[src/common/scr_regs.vh]
// Purpose: constants for the synchronous character receiver
// Assumes: included by bare name from the receiver core only
// Notes: field positions and the main reset values and widths live here
`ifndef SCR_REGS_VH
`define SCR_REGS_VH

// ==========================================================
// widths
// ==========================================================
`define SCR_CHAR_W 8
`define SCR_SHIFT_W 9
`define SCR_CNT_W 4
`define SCR_FIFO_DEPTH 16
`define SCR_PIN_W 24

// ==========================================================
// reset values
// ==========================================================
`define SCR_HOLD_CLEAR 8'hFF
`define SCR_MATCH_RST 8'h00
`define SCR_SHIFT_RST 9'h1FF
`define SCR_WLS_RST 2'h3
`define SCR_RMS_RST 3'h1
`define SCR_EPE_RST 1'h0
`define SCR_PI_RST 1'h1
`define SCR_MIN_DATA_BITS 4'h5

// ==========================================================
// positions in the synchronised pin bundle
// ==========================================================
`define SCR_P_BITCLK 0
`define SCR_P_DATA 1
`define SCR_P_HUNT 2
`define SCR_P_MCLR 3
`define SCR_P_CD 4
`define SCR_P_DRR 5
`define SCR_P_SFR 6
`define SCR_P_CRL 7
`define SCR_P_MATCH_LOAD_STROBE 8
`define SCR_P_EPE 9
`define SCR_P_PI 10
`define SCR_P_RMS_LO 11
`define SCR_P_RMS_HI 13
`define SCR_P_WLS_LO 14
`define SCR_P_WLS_HI 15
`define SCR_P_MHR_LO 16
`define SCR_P_MHR_HI 23

`endif

[src/core/scr_receiver.v]
// Purpose: synchronous serial character receiver with sync hunt
// Assumes: all pins but reset_n and fifoReady are asynchronous to core_clk; bit clock is slow
// Notes: every output is registered; characters also queue in a fifo
`timescale 1ns/1ps
`include "scr_regs.vh"
module scr_receiver
(
   input wire core_clk,
   input wire reset_n,
   input wire rxBitClock,
   input wire serialRxInput,
   input wire syncHuntIn,
   output reg syncHuntOut,
   output reg syncHuntOe,
   input wire masterClear,
   input wire chipDisableLine,
   input wire charReadyClear_n,
   input wire statusFlagClear_n,
   input wire controlLoadStrobe_n,
   input wire matchLoadStrobe_n,
   input wire evenParitySelect,
   input wire parityOffSelect,
   input wire [2:0] rxModeSelect,
   input wire [1:0] wordLengthSelect,
   input wire [7:0] matchCharInputs,
   output reg [7:0] holdData,
   output reg holdParity,
   output reg charReadyFlag,
   output reg overrunFlag,
   output reg parityErrorFlag,
   output reg matchFlag,
   output reg framingErrorFlag,
   output reg syncLocked,
   output reg fifoSpaceOk,
   output reg [7:0] fifoData,
   output reg fifoValid,
   input wire fifoReady
);

   // ==========================================================
   // state codes, one-hot
   // ==========================================================
   localparam [2:0] ST_TRANSP = 3'h1; // waiting, holding follows shifter
   localparam [2:0] ST_HUNT = 3'h2; // searching for the match character
   localparam [2:0] ST_LOCKED = 3'h4; // character synchronised

   // ==========================================================
   // helpers
   // ==========================================================
   // bits in one character: data bits plus an optional parity bit
   function [3:0] charLen;
      input [1:0] word_length_select;
      input parOff;
      begin
         charLen = `SCR_MIN_DATA_BITS + {2'h0, word_length_select} + {3'h0, ~parOff};
      end
   endfunction

   // right-justified data bits of the character now in the shifter
   function [7:0] charData;
      input [8:0] sh;
      input [1:0] word_length_select;
      input parOff;
      reg [8:0] aligned;
      reg [3:0] len;
      reg [7:0] mask;
      begin
         len = charLen(word_length_select, parOff);
         aligned = sh >> (4'h9 - len);
         mask = 8'hFF >> (2'h3 - word_length_select);
         charData = aligned[7:0] & mask;
      end
   endfunction

   // ==========================================================
   // declarations
   // ==========================================================
   wire [`SCR_PIN_W-1:0] pinsRaw; // bundle entering the synchroniser
   wire [`SCR_PIN_W-1:0] pins; // bundle after two flip-flops
   reg bitClkPrev; // last sampled bit clock level
   reg huntPrev; // last sampled hunt level
   reg [2:0] state; // one-hot receiver state
   reg [2:0] next_state;
   reg [8:0] shifter; // receive shift register, newest bit at top
   reg [3:0] bitCount; // bits received in the current character
   reg [7:0] matchChar; // stored match character
   reg ctlEpe; // control latch: even parity
   reg ctlPi; // control latch: parity off
   reg [2:0] ctlRms; // control latch: receive mode
   reg [1:0] ctlWls; // control latch: word length
   reg rdyInt; // internal ready flag
   reg ovrInt; // internal overrun flag
   reg perInt; // internal parity error flag
   reg [1:0] pinAge; // edges since reset, saturates once pins are real

   wire bitClk = pins[`SCR_P_BITCLK];
   wire rxData = pins[`SCR_P_DATA];
   wire hunt = pins[`SCR_P_HUNT];
   wire mclr = pins[`SCR_P_MCLR];
   wire cd = pins[`SCR_P_CD];
   wire pinsLive = &pinAge; // synchroniser and edge history hold real levels
   wire bitFall = bitClkPrev && !bitClk; // one-cycle shift strobe
   wire huntRise = hunt && !huntPrev && pinsLive;
   wire huntFall = !hunt && huntPrev;
   wire [8:0] nextShift = {rxData, shifter[8:1]};
   wire [3:0] curLen = charLen(ctlWls, ctlPi);
   wire [7:0] nextData = charData(nextShift, ctlWls, ctlPi);
   wire nextPar = nextShift[8] & ~ctlPi;
   wire lastBit = bitFall && (bitCount == curLen - 4'h1);
   wire doTransfer = (state == ST_LOCKED) && lastBit;
   wire huntHit = (state == ST_HUNT) && bitFall && (nextData == matchChar);
   wire rdyClr = !pins[`SCR_P_DRR] && !cd && pinsLive;
   wire stsClr = !pins[`SCR_P_SFR] && !cd && pinsLive;
   wire parBad = ^nextData ^ nextShift[8] ^ ~ctlEpe; // odd or even sense
   wire fifoInReady;
   wire fifoOutValid;
   wire [7:0] fifoOutData;
   wire drainTake = fifoOutValid && (!fifoValid || fifoReady);

   // the hunt pin is driven from a three-state source outside, so it
   // is sampled whatever chip disable says; we never drive it back
   assign pinsRaw = {matchCharInputs, wordLengthSelect, rxModeSelect,
                     parityOffSelect, evenParitySelect, matchLoadStrobe_n,
                     controlLoadStrobe_n, statusFlagClear_n, charReadyClear_n,
                     chipDisableLine, masterClear, syncHuntIn, serialRxInput,
                     rxBitClock};

   // ==========================================================
   // pin synchronisation
   // ==========================================================
   scr_sync2 #(.WIDTH(`SCR_PIN_W)) pinSync
   (
      .core_clk(core_clk),
      .reset_n(reset_n),
      .asyncIn(pinsRaw),
      .syncOut(pins)
   );

   // ==========================================================
   // edge detection on synchronised levels
   // ==========================================================
   always @(posedge core_clk)
   begin
      if (!reset_n)
      begin
         bitClkPrev <= 1'b0;
         huntPrev <= 1'b0;
         pinAge <= 2'h0;
      end
      else
      begin
         bitClkPrev <= bitClk;
         huntPrev <= hunt;
         if (!pinsLive)
            pinAge <= pinAge + 2'h1;
      end
   end

   // ==========================================================
   // control latches: transparent while the strobe is low
   // ==========================================================
   // master clear is deliberately absent here so settings survive it
   always @(posedge core_clk)
   begin
      if (!reset_n)
      begin
         ctlEpe <= `SCR_EPE_RST;
         ctlPi <= `SCR_PI_RST;
         ctlRms <= `SCR_RMS_RST;
         ctlWls <= `SCR_WLS_RST;
      end
      // the synchroniser shows zeros just after reset; loading those
      // would wreck the settings, so wait until the pins are real
      else if (pinsLive && !pins[`SCR_P_CRL] && !cd)
      begin
         ctlEpe <= pins[`SCR_P_EPE];
         ctlPi <= pins[`SCR_P_PI];
         ctlRms <= pins[`SCR_P_RMS_HI:`SCR_P_RMS_LO];
         ctlWls <= pins[`SCR_P_WLS_HI:`SCR_P_WLS_LO];
      end
   end

   // ==========================================================
   // match character latch
   // ==========================================================
   always @(posedge core_clk)
   begin
      if (!reset_n)
         matchChar <= `SCR_MATCH_RST;
      else if (mclr)
         matchChar <= `SCR_MATCH_RST;
      else if (pinsLive && !pins[`SCR_P_MATCH_LOAD_STROBE] && !cd)
         matchChar <= pins[`SCR_P_MHR_HI:`SCR_P_MHR_LO];
   end

   // ==========================================================
   // next-state logic
   // ==========================================================
   always @*
   begin
      next_state = state;
      case (state)
         ST_TRANSP:
         begin
            // only internal character sync mode arms the hunt
            if (huntRise && ctlRms[0])
               next_state = ST_HUNT;
         end
         ST_HUNT:
         begin
            if (huntFall)
               next_state = ST_TRANSP;
            else if (huntHit)
               next_state = ST_LOCKED;
         end
         ST_LOCKED:
         begin
            if (huntFall)
               next_state = ST_TRANSP;
         end
         default:
            next_state = ST_TRANSP;
      endcase
   end

   // ==========================================================
   // state register, shifter and bit counter
   // ==========================================================
   always @(posedge core_clk)
   begin
      if (!reset_n || mclr)
      begin
         state <= ST_TRANSP;
         shifter <= `SCR_SHIFT_RST; // all ones, so the transparent view shows ones
         bitCount <= {`SCR_CNT_W{1'b0}};
      end
      else
      begin
         state <= next_state;
         if (bitFall)
            shifter <= nextShift;
         // counting starts fresh after a match and wraps each character
         if (huntHit || lastBit)
            bitCount <= {`SCR_CNT_W{1'b0}};
         else if (bitFall)
            bitCount <= bitCount + 4'h1;
      end
   end

   // ==========================================================
   // holding register and status flags
   // ==========================================================
   always @(posedge core_clk)
   begin
      if (!reset_n || mclr)
      begin
         holdData <= `SCR_HOLD_CLEAR;
         holdParity <= 1'b1;
         rdyInt <= 1'b0;
         ovrInt <= 1'b0;
         perInt <= 1'b0;
         matchFlag <= 1'b0;
         framingErrorFlag <= 1'b0;
      end
      else
      begin
         // transparent while not locked; the match character itself
         // lands here on the hit and is then frozen
         if (state != ST_LOCKED || doTransfer)
         begin
            holdData <= charData(shifter, ctlWls, ctlPi);
            holdParity <= shifter[8] & ~ctlPi;
         end
         if (doTransfer || huntHit)
         begin
            holdData <= nextData;
            holdParity <= nextPar;
         end
         // match flag updates at each final bit while locked and on the hunt hit
         if (huntHit)
            matchFlag <= 1'b1;
         else if (doTransfer)
            matchFlag <= (nextData == matchChar);
         // set wins over clear on every flag below
         if (doTransfer)
            rdyInt <= 1'b1;
         else if (rdyClr)
            rdyInt <= 1'b0;
         if (doTransfer && rdyInt && !rdyClr)
            ovrInt <= 1'b1;
         else if (stsClr)
            ovrInt <= 1'b0;
         if (doTransfer && !ctlPi && parBad)
            perInt <= 1'b1;
         else if (stsClr)
            perInt <= 1'b0;
         framingErrorFlag <= 1'b0; // no framing in synchronous mode
      end
   end

   // ==========================================================
   // registered outputs; only overrun and parity error are gated by chip disable
   // ==========================================================
   always @(posedge core_clk)
   begin
      if (!reset_n)
      begin
         charReadyFlag <= 1'b0;
         overrunFlag <= 1'b0;
         parityErrorFlag <= 1'b0;
         syncLocked <= 1'b0;
         syncHuntOut <= 1'b0;
         syncHuntOe <= 1'b0;
         fifoSpaceOk <= 1'b0;
      end
      else
      begin
         charReadyFlag <= rdyInt;
         overrunFlag <= ovrInt && !cd;
         parityErrorFlag <= perInt && !cd;
         syncLocked <= (state == ST_LOCKED);
         syncHuntOut <= 1'b0; // line is an input in sync mode
         syncHuntOe <= 1'b0;
         fifoSpaceOk <= fifoInReady;
      end
   end

   // ==========================================================
   // character queue
   // ==========================================================
   // a full queue drops the character from the queue only; the
   // holding register and overrun flag still follow the pins
   scr_fifo #(.WIDTH(`SCR_CHAR_W), .DEPTH(`SCR_FIFO_DEPTH), .AW(4)) charQueue
   (
      .core_clk(core_clk),
      .reset_n(reset_n && !mclr),
      .inValid(doTransfer),
      .inReady(fifoInReady),
      .inData(nextData),
      .outValid(fifoOutValid),
      .outReady(drainTake),
      .outData(fifoOutData)
   );

   // ==========================================================
   // output stage of the queue, so the port comes from a flop
   // ==========================================================
   always @(posedge core_clk)
   begin
      if (!reset_n || mclr)
         fifoValid <= 1'b0;
      else if (drainTake)
         fifoValid <= 1'b1;
      else if (fifoReady)
         fifoValid <= 1'b0;
   end

   // data port mirrors the drain register
   always @(posedge core_clk)
   begin
      if (!reset_n)
         fifoData <= 8'h00;
      else if (drainTake)
         fifoData <= fifoOutData;
   end
endmodule

[src/core/scr_sync2.v]
// Purpose: two flip-flop synchroniser for a bundle of pins
// Assumes: every bit is an independent level from outside the clock
// Notes: the first stage feeds only the second stage
`timescale 1ns/1ps
module scr_sync2
#(
   parameter WIDTH = 1
)
(
   input wire core_clk,
   input wire reset_n,
   input wire [WIDTH-1:0] asyncIn,
   output reg [WIDTH-1:0] syncOut
);

   reg [WIDTH-1:0] stageOne; // metastable stage, read by syncOut only

   // ==========================================================
   // two-stage capture
   // ==========================================================
   always @(posedge core_clk)
   begin
      if (!reset_n)
      begin
         stageOne <= {WIDTH{1'b0}};
         syncOut <= {WIDTH{1'b0}};
      end
      else
      begin
         stageOne <= asyncIn;
         syncOut <= stageOne;
      end
   end
endmodule

[src/core/scr_fifo.v]
// Purpose: small first-in first-out buffer for received characters
// Assumes: one clock, synchronous active-low reset
// Notes: read data is shown ahead from the head entry
`timescale 1ns/1ps
module scr_fifo
#(
   parameter WIDTH = 8,
   parameter DEPTH = 16,
   parameter AW = 4
)
(
   input wire core_clk,
   input wire reset_n,
   input wire inValid,
   output wire inReady,
   input wire [WIDTH-1:0] inData,
   output wire outValid,
   input wire outReady,
   output wire [WIDTH-1:0] outData
);

   reg [WIDTH-1:0] mem [0:DEPTH-1]; // storage array
   reg [AW-1:0] wrPtr; // next slot to write
   reg [AW-1:0] rdPtr; // head slot
   reg [AW:0] count; // entries held

   wire doPush = inValid && inReady;
   wire doPop = outValid && outReady;

   assign inReady = (count != DEPTH[AW:0]); // honest full
   assign outValid = (count != {(AW+1){1'b0}}); // honest empty
   assign outData = mem[rdPtr];

   // ==========================================================
   // storage write, no reset needed on data
   // ==========================================================
   always @(posedge core_clk)
   begin
      if (doPush)
         mem[wrPtr] <= inData;
   end

   // ==========================================================
   // pointers and occupancy
   // ==========================================================
   always @(posedge core_clk)
   begin
      if (!reset_n)
      begin
         wrPtr <= {AW{1'b0}};
         rdPtr <= {AW{1'b0}};
         count <= {(AW+1){1'b0}};
      end
      else
      begin
         if (doPush)
            wrPtr <= wrPtr + 1'b1;
         if (doPop)
            rdPtr <= rdPtr + 1'b1;
         if (doPush && !doPop)
            count <= count + 1'b1;
         else if (doPop && !doPush)
            count <= count - 1'b1;
      end
   end
endmodule

[config.mk]
export PLATFORM = sky130hd
export DESIGN_NAME = scr_receiver
export DESIGN_NICKNAME = d
export VERILOG_FILES = /design/src/core/scr_receiver.v /design/src/core/scr_sync2.v /design/src/core/scr_fifo.v
export VERILOG_INCLUDE_DIRS = /design/src /design/src/common
export SDC_FILE = /design/constraint.sdc
export NUM_CORES = 1
export LEC_CHECK = 0
export ABC_AREA = 1
export BUFFER_PORTS_ARGS = -buffer_cell sky130_fd_sc_hd__buf_2
export CORE_MARGIN = 10
export CORE_UTILIZATION = 39
export DETAILED_ROUTE_END_ITERATION = 12
export SLEW_MARGIN = 20
export SYNTH_ARGS = -nofsm -noshare
export SYNTH_HDL_FRONTEND = slang
export SYNTH_SLANG_ARGS = --single-unit
[constraint.sdc]
create_clock -name core_clk -period 4.7 [get_ports core_clk]
set_input_delay 0 -clock core_clk [delete_from_list [all_inputs] [get_ports core_clk]]
set_output_delay 0 -clock core_clk [all_outputs]
set_load 0.01 [all_outputs]
-- Yosys cells after proc, flatten, opt, wreduce, memory -nomap -nowiden
Memories as Yosys holds them, arrays and structs flattened. A register that Yosys moved wholly into a read port is not among the register bits.
Index checks and enable logic that the tools add are counted.
- add/sub/neg operators: 11
- shifts and indexed selects: 3
- eq/ne operators: 10
- bitwise gates (word level): 9
- mux-type cells: 22
- reduce and logical (&&, ||, !) cells: 63
- operators by type and width (kind ; count):
    $logic_and A1 B1 Y1 ; 29
    $shr A9 B4 Y8 ; 2
    $and A8 B8 Y8 ; 2
    $logic_not A1 Y1 ; 16
    $mux W8 ; 2
    $reduce_bool A2 Y1 ; 7
    $mux W1 ; 13
    $add A4 B1 Y4 const B ; 3
    $mux W3 ; 4
    $mux W5 ; 2
    $pmux W3 S3 ; 1
    $eq A8 B8 Y1 ; 1
    $reduce_xor A8 Y1 ; 1
    $shr A8 B2 Y8 const A ; 1
    $ne A3 B3 Y1 const B ; 2
    $add A5 B1 Y5 const B ; 1
    $logic_or A1 B1 Y1 ; 5
    $ne A5 B5 Y1 const B ; 1
    $reduce_bool A5 Y1 ; 1
    $sub A5 B1 Y5 const B ; 1
    $add A3 B2 Y4 const A ; 1
    $add A4 B1 Y4 ; 1
    $eq A4 B4 Y1 ; 1
    $ne A2 B2 Y1 const B ; 2
    other kinds (13) ; 18
- input port bits: 27
- register bits after elaboration: 113
- bits in writable memories: 128
- memories kept: 1
- memory list (memory ; words ; bits a word ; read ports ; clocked after memory_dff ; write ports ; RTL line ; RTL):
    charQueue.mem ; 16 ; 8 ; 1 ; 1 ; 1 ; scr_fifo.v:22 ; reg [WIDTH-1:0] mem [0:DEPTH-1];

-- Depth between registers and ports, before layout
Gate-level depths: netlist of run 1.
- word-level depth: 11
- gate-level depth with buffers: 26

-- Hierarchy
A second synthesis of run 1 with hierarchy kept.
- cell total of the unflattened synthesis: 1318
- area total of the unflattened synthesis: 11225.8 µm²
- modules (own cells, without submodules) (module ; area an instance (µm²) ; seq. area each (µm²) ; cells an instance ; instances):
    scr_fifo ; 6454.9 ; 4184.0 ; 656 ; 1
    scr_receiver ; 3409.5 ; 1201.2 ; 513 ; 1
    scr_sync2 ; 1361.3 ; 960.9 ; 149 ; 1

-- Worst setup path before layout of run 1
Ideal clock, no wire load.
- path kind: register -> register
- start point: reg ctlWls[0]
- end point: reg charQueue.count[4]
- clock period less this slack: 3.529 ns
- slack: 1.171 ns
- data required time: 4.581 ns
- arrival: 3.410 ns
- path buffers: 1
- cell stages (with the launch flop): 27
- path through: dfxtp_1 inv_1 ha_1 ha_1 inv_2 buf_4 ha_1 xnor2_1 xor2_1 inv_1 nand4_1 nor2_1 nand2_1 inv_2 nand2_2 clkinv_2 ha_1 inv_1 ha_1 nand2_1 nor2_1 a211oi_1 nand2_1 nand2_1 nor2_1 o21ai_0 a21oi_1
- longest elaborated chain between the ends: 10
- elaborated cells on any way between the ends: 12
- classes of those cells: add/sub: 3; eq/ne: 1; mux: 1; reduce/logical: 7
- RTL lines (element ; RTL line ; RTL):
    from (decl) ; scr_receiver.v:90 ; reg [1:0] ctlWls;
    from (signal assigned) ; scr_receiver.v:170 ; ctlWls <= `SCR_WLS_RST;
    from (signal assigned) ; scr_receiver.v:179 ; ctlWls <= pins[`SCR_P_WLS_HI:`SCR_P_WLS_LO];
    $add A3 B2 Y4 (no source line) * ; n/a ;
    $add A4 B1 Y4 (no source line) * ; n/a ;
    $sub A4 B1 Y4 * ; scr_receiver.v:109 ; wire lastBit = bitFall && (bitCount == curLen - 4'h1);
    $eq A4 B4 Y1 * ; scr_receiver.v:109 ;
    $logic_and A1 B1 Y1 * ; scr_receiver.v:109 ;
    $logic_and A1 B1 Y1 * ; scr_receiver.v:110 ; wire doTransfer = (state == ST_LOCKED) && lastBit;
    $logic_and A1 B1 Y1 * ; scr_fifo.v:27 ; wire doPush = inValid && inReady;
    named net charQueue.doPush ; scr_fifo.v:27 ;
    $logic_not A1 Y1 ; scr_fifo.v:62 ; else if (doPop && !doPush)
    $logic_and A1 B1 Y1 ; scr_fifo.v:62 ;
    $reduce_bool A2 Y1 (no source line) ; n/a ;
    to (signal assigned) ; scr_fifo.v:52 ; count <= {(AW+1){1'b0}};
    to (signal assigned) ; scr_fifo.v:61 ; count <= count + 1'b1;
    to (signal assigned) ; scr_fifo.v:63 ; count <= count - 1'b1;
    to (decl) ; scr_fifo.v:25 ; reg [AW:0] count;
Mark *: on every way through the listed nets, which the timed path passes. The rest lies on a longest branch.
A chain may end at the register's enable or synchronous reset.

-- Worst setup path after layout of run 1
Ends and elaborated chain as after synthesis.

==> impl_metrics.yaml, run 1 <==
run_status:
  status: "finished, final reports clean"
cells_and_area:
  final_layout_size_suffix_gt1_frac: 0.1245
  nNetsFinal: 1197
  area_growth_syn_to_layout_pct: 16.18
  instances_no_fill: 1508
  final_area_um2: 11960
  diodes: 0
grt:
  grt_max_degree: 69
  track_usage: 0.1348
  antenna_found_initial: 0
  grt_overflow_total: 0
  grt_pass1_wl_um: 36940
  first_global_vias: 7067
placed_design:
  dp.cells: 1435
  port_buffers: 48
  place_ws_ps: 576.3
  place_area_um2: 10830
  gp_congestion: 0.8874
  hpwl_um: 14890
critical_path:
  worstPathArrival_ps: 4580
  cp.depth: 25
  reg2reg_depth: 25
  crit_slowest_cell: "ha_1"
  critPathKind: "flip-flop to flip-flop"
  startpoint_type: "flip-flop"
  crit_top_cell: "ha_1"
  critPathMaxFanout: 13
  worst_setup_path_end_kind: "flip-flop"
  critical_path_buf_inv_count: 6
  slowest_delay_ps: 550
  crit_family: "adder cells"
  required_ps: 5110
floorplan:
  ioPinCount: 54
  start_util: 0.3961
  chipHeight_um: 182.5
  die_area_um2: 33290
  die-width_um: 182.5
  design.core.area_um2: 25980
  rows: 59
pwr:
  swShare: 0.3302
  p_leak_nw: 5.068
  combPwrFrac: 0.269
  p_int_w: 0.004303
  ir_drop_uv: 278.2
  pwr-share-clk: 0.327
  powerDensity_nw_per_um2: 537.2
  power.switching_w: 0.002121
  sequentialPowerShare: 0.405
timing:
  period_needed_ps: 4169
  worst_pin_slew_ps: 838.4
  setup_ws_ps: 530.7
  rsz0062_at_grt: "false"
  min_period_over_period: 0.8871
  finalClockSkew_ps: 13.76
  relSlewSlack: 0.4390
  fin_tns_setup_ps: 0
  fin_hold_ws_ps: 88.14
  finalSetupViolations: 0
  max_clock_freq_ghz: 0.2398
  final_hold_viol_count: 0
  maxSlewViolCount: 0
min_path:
  hold_class: "input pin to flip-flop"
  hold_depth: 3
clock_network:
  htreeDepth: 1
  cts_root_buf: "clkbuf_16"
  clock_latency_ps: 530
  postCtsSetupBuffers: 0
  cts_max_path_buffers: 3
  cts_tree: "done"
  clock_sinks: 245
  cts_buffers: 27
  clk_pin_slew_ps: 60
  cts.repair.resized: 0
yosys:
  synth-seq-cells: 245
  yosysSeqAreaShare: 0.6009
  avgSynthCellArea_um2: 9.461
  yosysUniqueCellTypes: 42
  syn_inst: 1088
  syn_area_um2: 10290
  yosys_warnings: 0
route:
  avgViaCountPerCell: 4.817
  num_vias: 7264
  drt-total-wl_um: 23130
  antenna_left: 0
  firstDrtPassIters: 5
  drt-initial-drc-count: 465
  wl_per_cell_um: 15.34
  drc: 0
flow_run:
  cap_violations: 0
[cells by family after synthesis]
| family | synth area share |
|---|---|
| AOI/OAI and AO/OA | 0.1011 |
| xor gates and xnor gates | 0.01179 |
| adders and majority gates | 0.02261 |
| buffers and inverters | 0.07317 |
| DFF | 0.6009 |
| other | 0.0003643 |
| and+or+nand+nor | 0.1900 |
[layout by cell type (no fill, tap or decap), drive strengths merged, types with 3 or more instances in the layout]
| cell type | count |
|---|---|
| clkbuf | 38 |
| inv | 140 |
| clkinv | 13 |
| edfxtp | 128 |
| a21oi | 27 |
| buf | 59 |
| dlygate4sd3 | 23 |
| o211ai | 20 |
| nand4 | 8 |
| xor2 | 7 |
| nand2 | 222 |
| xnor2 | 6 |
| o221ai | 24 |
| nor2 | 125 |
| o22ai | 9 |
| nand3 | 81 |
| dfxtp | 117 |
| ha | 17 |
| o21ai | 90 |
| conb | 3 |
[cells in the mapped netlist (all sizes together)]
| library cell | n | share of area |
|---|---|---|
| nand3b | 2 | 0.0018 |
| nand4 | 8 | 0.0055 |
| edfxtp | 128 | 0.37 |
| o22ai | 9 | 0.0055 |
| a21oi | 27 | 0.013 |
| inv | 138 | 0.050 |
| xnor2 | 6 | 0.0051 |
| o211ai | 20 | 0.015 |
| xor2 | 7 | 0.0067 |
| o21ai | 90 | 0.044 |
| or2 | 2 | 0.0012 |
| nor2 | 125 | 0.049 |
| ha | 17 | 0.021 |
| clkbuf | 38 | 0.014 |
| nor3b | 1 | 0.00073 |
| buf | 11 | 0.0074 |
| o221ai | 24 | 0.020 |
| nand3 | 81 | 0.043 |
| o2111ai | 1 | 0.00085 |
| fa | 1 | 0.0019 |
| a211oi | 2 | 0.0015 |
| nand2 | 222 | 0.087 |
| nor4 | 2 | 0.0012 |
| o31ai | 2 | 0.0015 |
| clkinv | 4 | 0.0016 |
| conb | 1 | 0.00036 |
| dfxtp | 117 | 0.23 |
| nor3 | 2 | 0.00097 |
[power groups by stage]
stage	clock network, W	registers (W)	logic [W]
after floorplan	0	0.00266	0.00121
after detailed placement	0	0.00265	0.00172
after global placement	0	0.00264	0.00170
final	0.00210	0.00260	0.00173
after CTS	0.00213	0.00260	0.00174
after global routing	0.00221	0.00261	0.00195
[layout make-up]
cell class / count / area, um^2
clock buffers: 38 / 800.8
clock inverters: 12 / 100.1
fillers: 2434 / 14030
inverters: 142 / 534.3
multi-input cells: 654 / 3364
flip-flops and latches: 245 / 6187
well taps: 335 / 419.2
repair buffers: 82 / 553.0
[state kept, by name, indices dropped and copies added, names as in the netlist, 2 cells and up]
register and flops:
charQueue.count 5, ctlWls 2, charQueue.mem 128, state 3, pinSync.stageOne 22, bitCount 4
pinAge 2, holdData 8, pinSync.syncOut 22, matchChar 8, fifoData 8, charQueue.rdPtr 4
charQueue.wrPtr 4, shifter 9
[worst register-to-register path: cells and delay by family, from the launching register on]
| family | cells | cell delay (ps) |
|---|---|---|
| DFF | 1 | 330 |
| adders and majority gates | 5 | 1550 |
| AOI/OAI and AO/OA | 3 | 430 |
| xor gates and xnor gates | 2 | 270 |
| buffers and inverters | 6 | 690 |
| and+or+nand+nor | 9 | 760 |
[path summary, 6_finish.rpt]
kind                        startpoint             endpoint  slack (ps)
setup / recovery             ctlWls[0]   charQueue.count[4]         530
hold / removal                 reset_n                ctlPi          90
setup reg to reg             ctlWls[0]   charQueue.count[4]         530
hold reg to reg   pinSync.stageOne[14]  pinSync.syncOut[14]         400
[routing by layer]
layer,vias to the layer above,track usage,routed length (um)
met3,42,0.02255,1086
met2,152,0.2289,11070
met1,3324,0.1722,10470
met4,0,0.03807,503
li1,3746,-,-
met5,-,0,0
[metrics by stage]
step                power (W)    util
floorplan            0.003865       -
global placement     0.004340  0.4167
detailed placement   0.004365  0.4167
CTS                  0.006475  0.4602
global route         0.006770  0.4602
finish               0.006424  0.4602
[timing repair]
action	in CTS	in global routing
hold endpoints to repair	23	0
hold buffers	23	0
setup endpoints to repair	0	0
Power figures use the tool's default switching activity.
==> run 2: changes to the inputs <==
--- a/config.mk
+++ b/config.mk
@@ -7,10 +7,12 @@
 export NUM_CORES = 1
 export LEC_CHECK = 0
 export ABC_AREA = 1
-export BUFFER_PORTS_ARGS = -buffer_cell sky130_fd_sc_hd__buf_2
 export CORE_MARGIN = 10
 export CORE_UTILIZATION = 39
 export DETAILED_ROUTE_END_ITERATION = 12
+export DONT_BUFFER_PORTS = 1
+export PLACE_DENSITY_LB_ADDON = 0.12
+export RECOVER_POWER = 25
 export SLEW_MARGIN = 20
 export SYNTH_ARGS = -nofsm -noshare
 export SYNTH_HDL_FRONTEND = slang
==> impl_metrics.yaml, run 2 (synthesis results as in run 1) <==
critical_path:
  worst_setup_path_end_kind: "flip-flop"
  required_ps: 5160
  r2r_start: "ctlWls[0]"
  crit_top_cell: "ha_1"
  slowest_delay_ps: 330
  crit_slowest_cell: "dfxtp_1"
  r2r_end: "charQueue.count[4]"
  reg2reg_setup_slack_ps: 860
  startpoint_type: "flip-flop"
  critPathMaxFanout: 11
  worstPathArrival_ps: 4290
  critPathKind: "flip-flop to flip-flop"
  reg2reg_depth: 24
  path_cells: "inv_1 > ha_1 > ha_1 > inv_2 > ha_1 > xnor2_1 > xor2_1 > inv_1 > nand4_1 > nor2_1 > nand2_1 > inv_2 > nand2_2 > clkinv_2 > ha_1 > inv_1 > ha_1 > nand2_1 > nor2_1 > a211oi_1 > nor2_1 > nor2_1 > o21ai_0 > a21oi_1"
grt:
  grt_pass1_wl_um: 38120
  first_global_vias: 6985
  grt_overflow_total: 0
  antenna_found_initial: 0
  grt_max_degree: 69
  track_usage: 0.1396
timing:
  max_clock_freq_ghz: 0.2606
  finalClockSkew_ps: 8.041
  final_hold_viol_count: 0
  min_period_over_period: 0.8164
  finalSetupViolations: 0
  period_needed_ps: 3837
  relSlewSlack: -0.1998
  fin_tns_setup_ps: 0
  worst_pin_slew_ps: 1800
  rsz0062_at_grt: "false"
  fin_hold_ws_ps: 105.4
  maxSlewViolCount: 39
floorplan:
  chipHeight_um: 182.5
  die_area_um2: 33290
  start_util: 0.3961
  ioPinCount: 54
  design.core.area_um2: 25980
  die-width_um: 182.5
  rows: 59
route:
  num_vias: 7118
  avgViaCountPerCell: 4.852
  drt-total-wl_um: 23690
  antenna_left: 0
  drc: 0
  drt-initial-drc-count: 437
  firstDrtPassIters: 5
  wl_per_cell_um: 16.15
cells_and_area:
  final_area_um2: 11750
  area_growth_syn_to_layout_pct: 14.15
  layout_commonest_cell: "nand2_1"
  fin_util: 0.4522
  most-common-layout-cells: "nand2_1 (205), inv_1 (131), edfxtp_1 (128), nor2_1 (117), dfxtp_1 (116)"
  diodes: 0
  top_register: "charQueue.mem"
  final_layout_size_suffix_gt1_frac: 0.09011
  largest_reg_flops: 128
  largest_registers: "charQueue.mem x128, pinSync.stageOne x22, pinSync.syncOut x22"
  instances_no_fill: 1467
  nNetsFinal: 1156
clock_network:
  cts_max_path_buffers: 3
  cts_root_buf: "clkbuf_16"
  cts_buffers: 28
  clock_sinks: 245
  cts_hold_buf: 26
  postCtsSetupBuffers: 0
  clk_pin_slew_ps: 60
  cts.repair.resized: 0
  htreeDepth: 1
  cts_tree: "done"
  clock_latency_ps: 530
min_path:
  hold_class: "input pin to flip-flop"
  hold_depth: 3
  min_to: "pinSync.stageOne[23]"
  min_from: "matchCharInputs[7]"
pwr:
  swShare: 0.3319
  powerDensity_nw_per_um2: 540.7
  pwr-share-clk: 0.322
  power.switching_w: 0.002109
  combPwrFrac: 0.263
  p_leak_nw: 4.896
  p_int_w: 0.004244
  ir_drop_uv: 364.8
  sequentialPowerShare: 0.415
placed_design:
  place_area_um2: 10610
  dp.cells: 1390
  gp_congestion: 0.8230
  port_buffers: 0
  hpwl_um: 15490
run_status:
  violations: "capacitance limit, slew limit"
  status: "finished, violations left"
flow_run:
  cap_violations: 1
run 2: cell types whose count changed in the layout (fill, tap and decap cells not counted), sizes merged:
| cell | change |
|---|---|
| buf | -45 |
| clkbuf | +4 |
| dlygate4sd3 | +2 |
| inv | -2 |
run 2: layer usage:
metal	part of all wire	GRT usage	vias up	wire, um
li1	-	-	3664	-
met1	0.47	0.1811	3296	11170
met2	0.47	0.2302	128	11050
met3	0.042	0.02671	30	997
met4	0.020	0.04198	0	464
met5	0	0	-	0
run 2: metrics by stage:
step	total power, W	worst slack, ps
final	0.006353	863.1
after global routing	0.006742	445.4
after CTS	0.006424	907.4
after detailed placement	0.004341	902.9
after global placement	0.004341	924.5
after floorplan	0.003865	1171
run 2: power groups by stage:
| stage | Clock [W] | Sequential (W) | Combinational (W) |
|---|---|---|---|
| floorplan | 0 | 0.00266 | 0.00121 |
| global placement | 0 | 0.00269 | 0.00165 |
| detailed placement | 0 | 0.00269 | 0.00165 |
| CTS | 0.00210 | 0.00264 | 0.00168 |
| global route | 0.00219 | 0.00265 | 0.00190 |
| finish | 0.00204 | 0.00264 | 0.00167 |
run 2: worst max path at each step:
stage | to | start | slack, ps | cells past startpoint
finish | charQueue.count[4] | ctlWls[0] | 860 | 24
global route | charQueue.count[4] | ctlWls[0] | 450 | 24
CTS | charQueue.count[4] | ctlWls[0] | 910 | 25
detailed placement | charQueue.count[4] | ctlWls[0] | 900 | 25
global placement | charQueue.count[4] | ctlWls[0] | 920 | 25
floorplan | charQueue.count[4] | ctlWls[0] | 1170 | 26
run 2: area by class of cell:
class | count | area [um^2]
fill | 2494 | 14230
sequential | 245 | 6187
multi-input combinational | 654 | 3364
clock buffer | 41 | 793.3
inverter | 142 | 534.3
tap | 335 | 419.2
timing repair buffer | 40 | 379.1
clock inverter | 10 | 72.57
run 2: worst max-delay path, delay by kind of cell, from the launching register on:
kind	cells	cell delay, ps
AO/OA/AOI/OAI	3	510
XOR/XNOR	2	210
adder cells (fa/ha/maj)	5	1270
buffers and inverters	6	680
flip-flops	1	330
AND/OR/NAND/NOR	8	780
==> run 3: changes to the inputs <==
--- a/config.mk
+++ b/config.mk
@@ -6,7 +6,7 @@
 export SDC_FILE = /design/constraint.sdc
 export NUM_CORES = 1
 export LEC_CHECK = 0
-export ABC_AREA = 1
+export ABC_AREA = 0
 export CORE_MARGIN = 10
 export CORE_UTILIZATION = 39
 export DETAILED_ROUTE_END_ITERATION = 12
==> constraint.sdc (replaced) <==
create_clock -name core_clk -period 3.4 [get_ports core_clk]
set_input_delay 0 -clock core_clk [delete_from_list [all_inputs] [get_ports core_clk]]
set_output_delay 0 -clock core_clk [all_outputs]
set_load 0.01 [all_outputs]
==> impl_metrics.yaml, run 3 <==
cells_and_area:
  top_register: "charQueue.mem"
  most-common-layout-cells: "edfxtp_1 (128), dfxtp_1 (114), nand2_1 (82), mux4_2 (42), buf_4 (42)"
  largest_registers: "charQueue.mem x128, pinSync.stageOne x22, pinSync.syncOut x22"
  seq_area_um2: 6190
  fillerInstances: 2177
  area_growth_syn_to_layout_pct: 18.98
  multi_input_area_um2: 3664
  layout_commonest_cell: "edfxtp_1"
  fin_util: 0.4724
  diodes: 0
  final_layout_size_suffix_gt1_frac: 0.2041
  nNetsFinal: 857
  instances_no_fill: 1163
  largest_reg_flops: 128
route:
  num_vias: 5969
  drt-initial-drc-count: 329
  drt-total-wl_um: 21920
  avgViaCountPerCell: 5.132
  wl_per_cell_um: 18.85
  drc: 0
  antenna_left: 0
  firstDrtPassIters: 5
pwr:
  power.switching_w: 0.002400
  sequentialPowerShare: 0.411
  powerDensity_nw_per_um2: 720.6
  combPwrFrac: 0.229
  p_int_w: 0.006173
  swShare: 0.2800
  ir_drop_uv: 790.2
  p_leak_nw: 4.203
  pwr-share-clk: 0.360
floorplan:
  design.core.area_um2: 25180
  start_util: 0.3970
  ioPinCount: 54
  rows: 58
  chipHeight_um: 180.1
  die-width_um: 180.1
  die_area_um2: 32440
critical_path:
  critPathMaxFanout: 4
  crit_family: "adder cells"
  critPathKind: "flip-flop to flip-flop"
  required_ps: 3850
  startpoint_type: "flip-flop"
  critical_path_buf_inv_count: 3
  crit_top_cell: "ha_4"
  path_cells: "inv_2 > ha_4 > ha_4 > inv_6 > ha_4 > xor2_2 > xnor2_2 > nor4b_4 > nand2_2 > a21oi_4 > ha_4 > inv_4 > ha_4 > a21o_1 > a21oi_2 > xnor2_1 > or3_1 > a21oi_1"
  crit_slowest_cell: "dfxtp_2"
  worst_setup_path_end_kind: "flip-flop"
  slowest_delay_ps: 330
  worstPathArrival_ps: 3810
flow_run:
  cap_violations: 1
timing:
  period_needed_ps: 3359
  maxSlewViolCount: 68
  relSlewSlack: -0.4335
  finalSetupViolations: 0
  min_period_over_period: 0.9880
  finalClockSkew_ps: 15.78
  rsz0062_at_grt: "true"
  max_clock_freq_ghz: 0.2977
  final_hold_viol_count: 0
  worst_pin_slew_ps: 2150
yosys:
  synthTopCellsByArea: "edfxtp_1 (38%), dfxtp_1 (23%), mux4_2 (9.5%), and2_1 (3.3%), nand2_1 (3.1%)"
  syn_area_um2: 9998
  yosysUniqueCellTypes: 63
  synth_common_cells: "edfxtp_1 (128), dfxtp_1 (117), nand2_1 (83), and2_1 (52), mux4_2 (42)"
  syn_inst: 758
  yosys_warnings: 0
  ys.flop_type: "edfxtp_1"
  yosysTopAreaCell: "edfxtp_1"
  synth-edff-count: 128
  avgSynthCellArea_um2: 13.19
  synthMostInstantiatedCell: "edfxtp_1"
  synth_top_area_share: 0.3844
  async_reset_ff_frac: 0
  yosysSeqAreaShare: 0.6187
  synth-seq-cells: 245
clock_network:
  clock_sinks: 245
  htreeDepth: 1
  cts_root_buf: "clkbuf_16"
  cts_max_path_buffers: 3
  clk_pin_slew_ps: 60
  clock_latency_ps: 540
  cts_tree: "done"
  cts_buffers: 27
grt:
  grt_overflow_total: 0
  antenna_found_initial: 0
  track_usage: 0.1320
  grt_pass1_wl_um: 34830
  first_global_vias: 6217
  grt_max_degree: 68
placed_design:
  hpwl_um: 15010
  port_buffers: 0
  gp_congestion: 0.7804
  dp.cells: 1086
run_status:
  status: "finished, violations left"
  violations: "capacitance limit, slew limit"
min_path:
  hold_class: "input pin to flip-flop"
run 3: area by class of cell:
| class | instances | share of cell area |
|---|---|---|
| sequential | 245 | 0.5203 |
| multi-input combinational | 449 | 0.3080 |
| clock buffer | 34 | 0.06153 |
| timing repair buffer | 69 | 0.04954 |
| tap | 330 | 0.03471 |
| clock inverter | 16 | 0.01904 |
| inverter | 20 | 0.006942 |
run 3: metal layers:
layer	share of wire	GRT usage
met1	0.41	0.1492
met2	0.52	0.2446
met3	0.042	0.02871
met4	0.025	0.03510
met5	0	0
run 3: power by group through the flow:
| stage | clock, W | sequential (W) | combinational [W] |
|---|---|---|---|
| 2_1_floorplan | 0 | 0.00354 | 0.00144 |
| 3_3_place_gp | 0 | 0.00359 | 0.00189 |
| 3_5_place_dp | 0 | 0.00359 | 0.00195 |
| 4_1_cts | 0.00317 | 0.00353 | 0.00199 |
| 5_1_grt | 0.00328 | 0.00354 | 0.00218 |
| 6_report | 0.00309 | 0.00352 | 0.00196 |
run 3: cell families (layout without fill, tap and decap cells):
family / after synthesis / in the layout / share of synthesized area
other cells: 1 / 3 / 0.0003751
compound gates: 101 / 101 / 0.06983
xor+xnor: 32 / 32 / 0.02803
mux: 60 / 60 / 0.1131
buf+inv: 66 / 139 / 0.02878
flops: 245 / 245 / 0.6187
simple gates: 235 / 235 / 0.1179
fa+ha+maj: 18 / 18 / 0.02328
run 3: repair_timing:
action                                  CTS  global route
setup buffers                             0             1
resized for setup                         0             4
hold endpoints to repair                 79             0
hold buffers                             26             0
endpoints found under the setup margin    0            13
run 3: per-stage QoR:
stage	total power (W)	area, um^2	TNS, ps	hold slack [ps]	worst slack, ps
global route	0.008998	11900	-171.1	121.4	-124.4
CTS	0.008686	11880	0	99.20	25.57
detailed placement	0.005544	10650	0	83.27	29.49
global placement	0.005481	10650	0	81.00	102.5
floorplan	0.004987	10130	-984.2	127.3	-358.6
finish	0.008573	11900	0	117.7	40.80
run 3: final timing paths:
path                       startpoint                   end  slack (ps)  cells past startpoint
setup / recovery            ctlWls[0]    charQueue.count[4]          40                     18
hold / removal     matchCharInputs[2]  pinSync.stageOne[18]         120                      2
setup reg to reg            ctlWls[0]    charQueue.count[4]          40                     18
hold reg to reg   pinSync.stageOne[4]    pinSync.syncOut[4]         430                      1
